**src/verilog/adc_port_map.vh**
```
`ifndef ADC_PORT_MAP_VH
`define ADC_PORT_MAP_VH
// --------------------------------------------------------------
// address and codes
// --------------------------------------------------------------
`define ADDR_FIXED 3'h3
`define HS_CODE_TOP 5'h01
`define BYTE_BITS 4'h8
`define ACK_BIT 4'h8
`define TRACK_CYCLES 2'h2
// --------------------------------------------------------------
// converter timing
// --------------------------------------------------------------
`define CONV_TIME_NS 3500
`define CLK_PERIOD_NS 4
`define CONV_CYCLES ((`CONV_TIME_NS + `CLK_PERIOD_NS - 1) / `CLK_PERIOD_NS)
`define RES_WIDTH 16
`endif

```
**src/verilog/pair_buffer.v**
```verilog
`timescale 1ns/1ps
module pair_buffer #(
  parameter WIDTH = 16
)
(
  // clock and reset
  input wire clk,
  input wire resetn,
  input wire ce,
  input wire flush,
  // filling side
  input wire in_valid,
  output wire in_ready,
  input wire [WIDTH-1:0] in_data,
  // draining side
  output wire out_valid,
  input wire out_ready,
  output wire [WIDTH-1:0] out_data
);
  reg [WIDTH-1:0] store [0:1];
  reg rd;
  reg wr;
  reg [1:0] count;
  wire push;
  wire pop;
  assign in_ready = (count != 2'h2);
  assign out_valid = (count != 2'h0);
  assign out_data = store[rd];
  assign push = in_valid && in_ready;
  assign pop = out_valid && out_ready;
  always @(posedge clk)
  begin
    if (!resetn || (ce && flush))
    begin
      rd <= 1'b0;
      wr <= 1'b0;
      count <= 2'h0;
    end
    else if (ce)
    begin
      if (push)
      begin
        store[wr] <= in_data;
        wr <= ~wr;
      end
      if (pop)
        rd <= ~rd;
      if (push && !pop)
        count <= count + 2'h1;
      else if (pop && !push)
        count <= count - 2'h1;
    end
  end
endmodule

```
**src/verilog/adc_i2c_slave.v**
```verilog
`timescale 1ns/1ps
`include "adc_port_map.vh"
// Overview of operation
// - each byte is eight data bits then one acknowledge bit
// - sda changes only while scl low; change while high is control
// - sda and scl released when idle
// - start and stop conditions are detected
// - stop releases bus and returns fast mode; repeated start keeps mode
// - acknowledge drives sda low through ninth clock high phase
// - not-acknowledge leaves sda released on ninth clock
// - address is 011 plus four strap bits plus read/write bit
// - idle watches start plus own address; match starts acquisition
// - matching address is acknowledged, then conversion starts
// - internal reference: bit 1 normal, bit 0 requests reference off
// - after reset bus timing is fast/standard mode
// - master code 0000 1xxx gets not-acknowledge, then high speed
// - scl held low during conversion until result ready
// - result msb first: bits 13..6, then 5..0 and two sub bits
// - conversions repeat while master acknowledges; nack frees bus
// - reset places converter in shutdown
// - interface always on; converter powers per conversion
// - internal reference stays on unless shutdown requested
// - requested shutdown occurs on master nack during readout
// - reference wakes on ninth falling scl of valid address
// - track input two scl cycles before conversion, then hold
module adc_i2c_slave #(
  parameter CONV_CYCLES = `CONV_CYCLES
)
(
  // clock and reset
  input wire clk,
  input wire resetn,
  input wire ce,
  // two-wire link
  input wire scl_in,
  output reg scl_out,
  output reg scl_oe_n,
  input wire sda_in,
  output reg sda_out,
  output reg sda_oe_n,
  // address straps
  input wire addr_select_pin_0,
  input wire addr_select_pin_1,
  input wire addr_select_pin_2,
  input wire addr_select_pin_3,
  // converter side
  input wire external_reference,
  input wire [13:0] conv_result,
  input wire [1:0] conv_sub_bits,
  output reg track,
  output reg converter_on,
  output reg reference_on,
  output reg high_speed,
  output reg conv_start
);
  // ------------------------------------------------------------
  // synchronisers
  // ------------------------------------------------------------
  reg [1:0] scl_s;
  reg [1:0] sda_s;
  reg [3:0] strap_s1;
  reg [3:0] strap;
  reg ext_ref_s1;
  reg ext_ref;
  reg scl_d;
  reg sda_d;
  wire scl_rise;
  wire scl_fall;
  wire start_cond;
  wire stop_cond;
  always @(posedge clk)
  begin
    if (!resetn)
    begin
      scl_s <= 2'h3;
      sda_s <= 2'h3;
      scl_d <= 1'b1;
      sda_d <= 1'b1;
      strap_s1 <= 4'h0;
      strap <= 4'h0;
      ext_ref_s1 <= 1'b0;
      ext_ref <= 1'b0;
    end
    else if (ce)
    begin
      scl_s <= {scl_s[0], scl_in};
      sda_s <= {sda_s[0], sda_in};
      scl_d <= scl_s[1];
      sda_d <= sda_s[1];
      strap_s1 <= {addr_select_pin_3, addr_select_pin_2,
        addr_select_pin_1, addr_select_pin_0};
      strap <= strap_s1;
      ext_ref_s1 <= external_reference;
      ext_ref <= ext_ref_s1;
    end
  end
  assign scl_rise = scl_s[1] && !scl_d;
  assign scl_fall = !scl_s[1] && scl_d;
  assign start_cond = scl_s[1] && scl_d && sda_d && !sda_s[1];
  assign stop_cond = scl_s[1] && scl_d && !sda_d && sda_s[1];
  // ------------------------------------------------------------
  // state machine
  // ------------------------------------------------------------
  localparam IDLE = 3'h0;
  localparam ADDR = 3'h1;
  localparam AACK = 3'h2;
  localparam CONV = 3'h3;
  localparam SEND = 3'h4;
  localparam MACK = 3'h5;
  localparam HOLD = 3'h6;
  reg [2:0] state;
  reg [3:0] bitcnt;
  reg [7:0] shreg;
  reg [15:0] txreg;
  reg byte_sel;
  reg ref_off_req;
  reg [15:0] conv_cnt;
  reg [1:0] scl_seen;
  wire addr_match;
  wire hs_code;
  wire buf_in_ready;
  wire buf_out_valid;
  wire [`RES_WIDTH-1:0] buf_out_data;
  reg buf_push;
  reg buf_pop;
  reg buf_flush;
  assign addr_match = (shreg[7:5] == `ADDR_FIXED) &&
    (shreg[4:1] == strap);
  assign hs_code = (shreg[7:3] == `HS_CODE_TOP);
  // result pair travels through a two-entry buffer
  pair_buffer #(.WIDTH(`RES_WIDTH)) result_buf (
    .clk(clk),
    .resetn(resetn),
    .ce(ce),
    .flush(buf_flush),
    .in_valid(buf_push),
    .in_ready(buf_in_ready),
    .in_data({conv_result, conv_sub_bits}),
    .out_valid(buf_out_valid),
    .out_ready(buf_pop),
    .out_data(buf_out_data)
  );
  always @(posedge clk)
  begin
    if (!resetn)
    begin
      state <= IDLE;
      bitcnt <= 4'h0;
      shreg <= 8'h00;
      txreg <= 16'h0000;
      byte_sel <= 1'b0;
      ref_off_req <= 1'b0;
      conv_cnt <= 16'h0000;
      scl_seen <= 2'h0;
      sda_out <= 1'b0;
      sda_oe_n <= 1'b1;
      scl_out <= 1'b0;
      scl_oe_n <= 1'b1;
      track <= 1'b0;
      converter_on <= 1'b0;
      reference_on <= 1'b0;
      high_speed <= 1'b0;
      conv_start <= 1'b0;
      buf_push <= 1'b0;
      buf_pop <= 1'b0;
      buf_flush <= 1'b0;
    end
    else if (ce)
    begin
      conv_start <= 1'b0;
      buf_push <= 1'b0;
      buf_pop <= 1'b0;
      buf_flush <= 1'b0;
      if (stop_cond)
      begin
        state <= IDLE;
        sda_oe_n <= 1'b1;
        scl_oe_n <= 1'b1;
        high_speed <= 1'b0;
        converter_on <= 1'b0;
        track <= 1'b0;
        buf_flush <= 1'b1;
      end
      else if (start_cond)
      begin
        // repeated start keeps the timing mode
        state <= ADDR;
        bitcnt <= 4'h0;
        sda_oe_n <= 1'b1;
        scl_oe_n <= 1'b1;
        buf_flush <= 1'b1;
      end
      else
      begin
        case (state)
          IDLE:
          begin
            sda_oe_n <= 1'b1;
            scl_oe_n <= 1'b1;
          end
          ADDR:
          begin
            if (scl_rise)
            begin
              shreg <= {shreg[6:0], sda_s[1]};
              bitcnt <= bitcnt + 4'h1;
            end
            else if (scl_fall && bitcnt == `BYTE_BITS)
            begin
              bitcnt <= 4'h0;
              if (addr_match)
              begin
                sda_oe_n <= 1'b0;
                state <= AACK;
                track <= 1'b1;
                converter_on <= 1'b1;
                scl_seen <= 2'h0;
                if (!ext_ref)
                  ref_off_req <= !shreg[0];
              end
              else if (hs_code)
              begin
                high_speed <= 1'b1;
                state <= IDLE;
              end
              else
                state <= IDLE;
            end
          end
          AACK:
          begin
            if (scl_fall)
            begin
              sda_oe_n <= 1'b1;
              if (scl_seen == 2'h0 && !ext_ref)
                reference_on <= 1'b1;
              scl_seen <= scl_seen + 2'h1;
              // two scl cycles of tracking then conversion
              if (scl_seen == `TRACK_CYCLES)
              begin
                track <= 1'b0;
                scl_oe_n <= 1'b0;
                conv_start <= 1'b1;
                conv_cnt <= 16'h0000;
                state <= CONV;
              end
            end
          end
          CONV:
          begin
            if (conv_cnt == CONV_CYCLES[15:0] - 16'h0001)
            begin
              if (buf_in_ready)
              begin
                buf_push <= 1'b1;
                converter_on <= 1'b0;
                state <= HOLD;
              end
            end
            else
              conv_cnt <= conv_cnt + 16'h0001;
          end
          HOLD:
          begin
            // one cycle for the buffer to show the word
            if (buf_out_valid)
            begin
              txreg <= buf_out_data;
              buf_pop <= 1'b1;
              byte_sel <= 1'b0;
              bitcnt <= 4'h0;
              sda_oe_n <= buf_out_data[15];
              state <= SEND;
            end
          end
          SEND:
          begin
            // data settles a cycle before scl is let go
            scl_oe_n <= 1'b1;
            if (scl_fall)
            begin
              if (bitcnt == `BYTE_BITS - 4'h1)
              begin
                sda_oe_n <= 1'b1;
                bitcnt <= 4'h0;
                state <= MACK;
              end
              else
              begin
                txreg <= {txreg[14:0], 1'b0};
                sda_oe_n <= txreg[14];
                bitcnt <= bitcnt + 4'h1;
              end
            end
          end
          MACK:
          begin
            if (scl_rise)
            begin
              if (sda_s[1])
              begin
                state <= IDLE;
                if (ref_off_req && !ext_ref)
                  reference_on <= 1'b0;
              end
              else if (byte_sel)
              begin
                // same two tracking clocks as after an address
                track <= 1'b1;
                converter_on <= 1'b1;
                scl_seen <= 2'h0;
                state <= AACK;
              end
            end
            else if (scl_fall && !byte_sel)
            begin
              // low byte's first bit goes out on the ack clock's fall
              byte_sel <= 1'b1;
              txreg <= {txreg[14:0], 1'b0};
              sda_oe_n <= txreg[14];
              state <= SEND;
            end
          end
          default:
            state <= IDLE;
        endcase
      end
    end
  end
endmodule

```
**config.mk**
```make
export PLATFORM = sky130hd
export DESIGN_NAME = adc_i2c_slave
export DESIGN_NICKNAME = d
export VERILOG_FILES = /design/src/verilog/pair_buffer.v /design/src/verilog/adc_i2c_slave.v
export VERILOG_INCLUDE_DIRS = /design/src /design/src/verilog
export SDC_FILE = /design/constraint.sdc
export NUM_CORES = 1
export LEC_CHECK = 0
export BUFFER_PORTS_ARGS = -buffer_cell sky130_fd_sc_hd__buf_2
export CORE_UTILIZATION = 40
export DETAILED_ROUTE_END_ITERATION = 10
export PLACE_DENSITY = 0.61
export SETUP_SLACK_MARGIN = 0.15
export SLEW_MARGIN = 20
export SYNTH_ARGS = -nofsm -noshare
export SYNTH_HDL_FRONTEND = slang
export SYNTH_SLANG_ARGS = --single-unit
```
**constraint.sdc**
```tcl
create_clock -name clk -period 4.1 [get_ports clk]
set_clock_uncertainty 0.15 [all_clocks]
set_input_delay 0 -clock clk [delete_from_list [all_inputs] [get_ports clk]]
set_output_delay 0 -clock clk [all_outputs]
set_load 0.02 [all_outputs]
```
==> results of run 1 <==
-- placed cells by master (no fill, tap or decap), types with 7 or more instances in the layout --
cell type      synthesis  final
dfxtp_1               81     81
o21ai_0               51     51
nand2_1               51     51
mux2i_1               46     46
buf_2                  7     32
edfxtp_1              32     32
nor2_1                30     30
nand3_1               29     29
nor2b_1               28     28
dlygate4sd3_1          0     27
a21oi_1               21     21
a21boi_0              17     17
clkbuf_16              0     17
inv_1                 16     16
or4_1                 15     15
o31ai_1                9      9
nor3_1                 8      8
or3_1                  8      8
nand2b_1               7      7
ha_1                   7      7
buf_4                  3      7
-- metal layers --
metal  global-route usage, %  part of all wire [%]  vias up
met5                       0                     0        -
met4                   9.645                   2.7        0
met3                   5.519                   4.9       29
met2                   27.98                    45      117
met1                   23.88                    47     2129
li1                        -                     -     2259
-- final timing paths --
check,startpoint,end,slack [ns],cells past startpoint
setup / recovery,state[2],conv_cnt[11],1.00,5
hold / removal,conv_result[6],result_buf.store[1][8],0.15,2
setup reg to reg,state[2],conv_cnt[11],1.00,5
hold reg to reg,converter_on,converter_on,0.31,2
-- state kept, by name, summed over array words and instances (netlist names), 2 cells and up, named ones only --
signal	cells
scl_seen	2
result_buf.store	32
strap	4
strap_s1	4
conv_cnt	16
sda_s	2
state	3
scl_s	2
shreg	8
bitcnt	4
result_buf.count	2
txreg	15
-- what timing repair did --
item                                    CTS  global route
endpoints found under the hold margin    60             0
hold buffers                             27             0
endpoints found under the setup margin    0             0
-- synth_stat cells (3+ instances only) --
master,instances
dfxtp_1,81
nand2_1,51
o21ai_0,51
mux2i_1,46
edfxtp_1,32
nor2_1,30
nand3_1,29
nor2b_1,28
clkbuf_1,23
a21oi_1,21
a21boi_0,17
inv_1,16
or4_1,15
o31ai_1,9
nor3_1,8
or3_1,8
buf_2,7
ha_1,7
nand2b_1,7
nand3b_1,6
nand4_1,6
xnor2_1,6
xor2_1,6
a211oi_1,4
buf_1,4
o22ai_1,4
or2_2,4
a21o_1,3
and2_1,3
buf_4,3
o211a_1,3
o21ai_1,3
or3b_2,3
-- cell families (layout without fill, tap and decap cells) --
kind of cell	after synthesis	in the layout	share of synthesized area [%]
flip-flops	113	113	46.14
buffers and inverters	53	114	3.912
XOR/XNOR	13	13	2.370
multiplexers	47	47	8.428
adder cells (fa/ha/maj)	7	7	1.565
AND/OR/NAND/NOR	213	213	20.72
AO/OA/AOI/OAI	143	143	16.79
other	1	2	0.06700
-- final cells by class --
| type | instances | area share [%] |
|---|---|---|
| multi-input combinational | 425 | 41.56 |
| tap | 176 | 3.255 |
| inverter | 16 | 0.8877 |
| timing repair buffer | 66 | 7.139 |
| clock buffer | 17 | 6.288 |
| sequential | 113 | 38.17 |
| clock inverter | 15 | 2.700 |
-- power breakdown --
group | leakage, nW | switching (mW) | internal, mW | total, mW
clock | 0.288 | 0.543 | 0.960 | 1.50
sequential | 0.942 | 0.0104 | 1.16 | 1.17
combinational | 1.18 | 0.0691 | 0.0580 | 0.127
-- metrics by stage --
stage | util [%] | cell area (µm²) | power, mW
final | 50.29 | 6765 | 2.797
after global routing | 50.29 | 6765 | 2.891
after CTS | 50.20 | 6753 | 2.827
after detailed placement | 43.67 | 5874 | 1.296
after global placement | 43.67 | 5874 | 1.295
after floorplan | - | 5600 | 1.262
-- critical path, stage by stage (launching register included) --
cell      delay, ns
dfxtp_1        0.87
or3b_1         0.43
o221ai_4       0.29
a2111o_1       0.60
or4_1          0.55
a21oi_1        0.14
==> results.sh, run 1 <==
export IMPL_tritoncts="built"
export IMPL_drc=0
export IMPL_setup_viol=0
export IMPL_antenna_found_initial=0
export IMPL_cp_end_kind="flip-flop"
export IMPL_p_leak_nw=2.409
export IMPL_max_cap_viol_count=0
export IMPL_fp_row_count=42
export IMPL_ys_seq_area_share_pct=46.14
export IMPL_nets=672
export IMPL_multi_input_area_um2=2811
export IMPL_worst_slew_pin_slew_ns=0.9608
export IMPL_htree_levels=4
export IMPL_drive_gt1_share_pct=12.88
export IMPL_rsz0062_at_grt="no"
export IMPL_syn_area_um2=5597
export IMPL_die_w_um=120.3
export IMPL_synth_top_area_share_pct=28.97
export IMPL_overflow=0
export IMPL_via_per_inst=5.476
export IMPL_grt_pass1_wl_mm=21.00
export IMPL_area_sequential_um2=2582
export IMPL_netlist_instances=590
export IMPL_synth_seq_cells=113
export IMPL_wl_per_cell_um=15.01
export IMPL_gr_usage_all_layers_pct=18.53
export IMPL_power_density_nw_per_um2=413.4
export IMPL_vias=4534
export IMPL_max_slew_margin_pct=34.29
export IMPL_yosysTopAreaCell="dfxtp_1"
export IMPL_fin_crit_sh_pct=75.50
export IMPL_ir_drop_mv=0.2815
export IMPL_postCtsResizedCells=0
export IMPL_ys_types=68
export IMPL_final_hold_violation_count=0
export IMPL_postCtsSetupBuffers=0
export IMPL_fin_ws_ns=1.004
export IMPL_fin_setup_tns_ns=0
export IMPL_syn_avg_cell_area_um2=9.486
export IMPL_ys_flop_type="dfxtp_1"
export IMPL_cts_root_buf="clkbuf_16"
export IMPL_whs_ns=0.1528
export IMPL_clock_sinks=113
export IMPL_synth_edf_count=32
export IMPL_port_buffers=32
export IMPL_final_antenna_net_count=0
export IMPL_async_flop_share_pct=0
export IMPL_cp_max_fo=25
export IMPL_critPathRequiredTime_ns=4.30
export IMPL_syn_to_final_growth_pct=20.88
export IMPL_clk_pin_slew_ns=0.06
export IMPL_n_antenna_cell=0
export IMPL_start_kind="flip-flop"
export IMPL_design_core_area_um2=13450
export IMPL_period_minus_slack_ns=3.096
export IMPL_dieArea_um2=14470
export IMPL_yosys_warnings=0
export IMPL_path_class="reg2reg"
export IMPL_initial_core_util_pct=41.60
export IMPL_fmax_mhz=323.0
export IMPL_grt_max_degree=46
export IMPL_grt_pass1_vias=4207
export IMPL_place_inst=769
export IMPL_run_status="completed"
export IMPL_layoutNonFillerInstCount=828
export IMPL_pin_count=35
export IMPL_drt_initial_drc_count=278
export IMPL_dr_pass1_iters=5
export IMPL_dp_slack_ns=1.062
export IMPL_place_congestion=0.9097
export IMPL_clockBufferDepth=2
export IMPL_yosys_top_cells_area="dfxtp_1 29%, edfxtp_1 17%, mux2i_1 8.2%"
export IMPL_hold_class="in2reg"
export IMPL_post_dp_hpwl_mm=8.177
export IMPL_slew_violations=0
export IMPL_cp_arrival_ns=3.29
export IMPL_die_h_um=120.3
export IMPL_cts_buffers=17
export IMPL_clock_latency_ns=0.42
export IMPL_wl_mm=12.43
export IMPL_fillers=1246
No activity file was read; power rests on OpenSTA's default activity.
==> inputs of run 2 (changes only) <==
PLACE_DENSITY = 0.64   (was 0.61)
clock period = 2.6 ns   (was 4.1 ns; I/O delays follow)
==> run 2 against run 1 <==
  * Die area is the same
  * Core utilization is 1.6 points higher
  * Clock-buffer cell count unchanged
  * Register-to-register slack got worse by 0.78 ns
  * Sequential cell count is the same
  * Cell count increased by 3.6%
  * Sequential power up 57%
  * Via count up 3.0%
  * Global-route usage increased by 0.49 points
==> results.sh, run 2 (synthesis results as in run 1) <==
export IMPL_htree_levels=4
export IMPL_max_slew_margin_pct=64.82
export IMPL_critPathRequiredTime_ns=2.73
export IMPL_whs_path_depth=2
export IMPL_clk_pin_slew_ns=0.06
export IMPL_cp_arrival_ns=2.50
export IMPL_fin_crit_sh_pct=91.18
export IMPL_swShare_pct=22.24
export IMPL_antenna_found_initial=0
export IMPL_hold_class="in2reg"
export IMPL_path_class="reg2reg"
export IMPL_top_regs="result_buf.store: 32 flops, conv_cnt: 16 flops, txreg: 15 flops"
export IMPL_combinationalPowerShare_pct=5.0
export IMPL_top_register="result_buf.store"
export IMPL_drc=0
export IMPL_power_switching_mw=0.9849
export IMPL_fin_setup_tns_ns=0
export IMPL_clockBufferDepth=2
export IMPL_dieArea_um2=14470
export IMPL_final_area_um2=6983
export IMPL_layoutNonFillerInstCount=858
export IMPL_r2r_slack_ns=0.23
export IMPL_wl_per_cell_um=14.98
export IMPL_overflow=0
export IMPL_design_core_area_um2=13450
export IMPL_grt_max_degree=37
export IMPL_largest_reg_flops=32
export IMPL_fp_row_count=42
export IMPL_cts_buffers=17
export IMPL_reg2reg_depth=5
export IMPL_vias=4672
export IMPL_clock_sinks=113
export IMPL_final_antenna_net_count=0
export IMPL_fmax_mhz=421.8
export IMPL_p_leak_nw=2.563
export IMPL_cts_root_buf="clkbuf_16"
export IMPL_slew_violations=0
export IMPL_gr_usage_all_layers_pct=19.02
export IMPL_nets=702
export IMPL_port_buffers=32
export IMPL_drive_gt1_share_pct=16.57
export IMPL_final_common_cell="dfxtp_1"
export IMPL_place_congestion=0.9094
export IMPL_max_cap_viol_count=0
export IMPL_grt_pass1_wl_mm=21.57
export IMPL_p_seq_share_pct=41.5
export IMPL_clock_latency_ns=0.41
export IMPL_total_power_mw=4.428
export IMPL_p_int_mw=3.444
export IMPL_rsz0062_at_grt="yes"
export IMPL_placed_area_um2=6070
export IMPL_power_density_nw_per_um2=634.2
export IMPL_die_w_um=120.3
export IMPL_place_inst=795
export IMPL_die_h_um=120.3
export IMPL_mostFrequentLayoutCells="81 x dfxtp_1, 51 x o21ai_0, 51 x nand2_1, 46 x mux2i_1, 36 x buf_4"
export IMPL_post_dp_hpwl_mm=8.774
export IMPL_start_kind="flip-flop"
export IMPL_cp_max_fo=14
export IMPL_run_status="completed"
export IMPL_clkPwrFrac_pct=53.6
export IMPL_syn_to_final_growth_pct=24.77
export IMPL_final_hold_violation_count=0
export IMPL_initial_core_util_pct=41.60
export IMPL_wl_mm=12.86
export IMPL_via_per_inst=5.445
export IMPL_grt_pass1_vias=4499
export IMPL_dr_pass1_iters=7
export IMPL_pin_count=35
export IMPL_tritoncts="built"
export IMPL_worst_slew_pin_slew_ns=0.5262
export IMPL_period_minus_slack_ns=2.371
export IMPL_fillers=1235
export IMPL_cp_end_kind="flip-flop"
export IMPL_drt_initial_drc_count=298
export IMPL_ir_drop_mv=0.4183
export IMPL_n_antenna_cell=0
export IMPL_whs_ns=0.1527
export IMPL_setup_viol=0
[run 2: layout make-up]
type | instances | area [µm²] | area share (%)
multi-input cells | 426 | 2813 | 40.28
inverters | 16 | 60.06 | 0.8601
repair buffers | 95 | 700.7 | 10.03
flip-flops and latches | 113 | 2582 | 36.98
clock inverters | 15 | 181.4 | 2.598
well taps | 176 | 220.2 | 3.154
clock buffers | 17 | 425.4 | 6.092
[run 2: stage by stage]
step / setup WS (ns) / util (%)
2_1_floorplan: 0.1854 / -
3_3_place_gp: 0.2734 / 45.12
3_5_place_dp: 0.2030 / 45.12
4_1_cts: 0.1760 / 51.64
5_1_grt: 0.1014 / 51.91
6_report: 0.2292 / 51.91
[run 2: final timing paths]
kind / to / from
worst max-delay path: conv_cnt[5] / conv_cnt[3]
worst min-delay path: result_buf.store[0][13] / conv_result[11]
worst max register to register: conv_cnt[5] / conv_cnt[3]
worst min register to register: scl_seen[0] / scl_seen[0]
[run 2: power groups by stage]
stage / registers (mW) / clock network, mW / logic [mW]
floorplan: 1.87 / 0 / 0.120
global placement: 1.87 / 0 / 0.181
detailed placement: 1.87 / 0 / 0.184
CTS: 1.84 / 2.43 / 0.217
global route: 1.84 / 2.51 / 0.239
finish: 1.84 / 2.37 / 0.219
[run 2: what timing repair did]
action                                 in CTS  in global routing
setup buffers                               0                  3
setup endpoints to repair                   0                  6
gates resized for setup                     0                  2
endpoints found under the hold margin      51                  0
hold buffers                               27                  0
[run 2: worst max-delay path, stage by stage, from the launching register on]
cell,delay (ns)
dfxtp_1,0.42
or4b_1,0.52
nor4_4,0.46
o21a_1,0.43
or4_1,0.18
a21oi_1,0.07
[run 2: metal layers]
metal | GRT usage [%] | share of wire (%)
met1 | 23.65 | 46
met2 | 30.60 | 47
met3 | 5.047 | 5.0
met4 | 9.028 | 2.1
met5 | 0 | 0
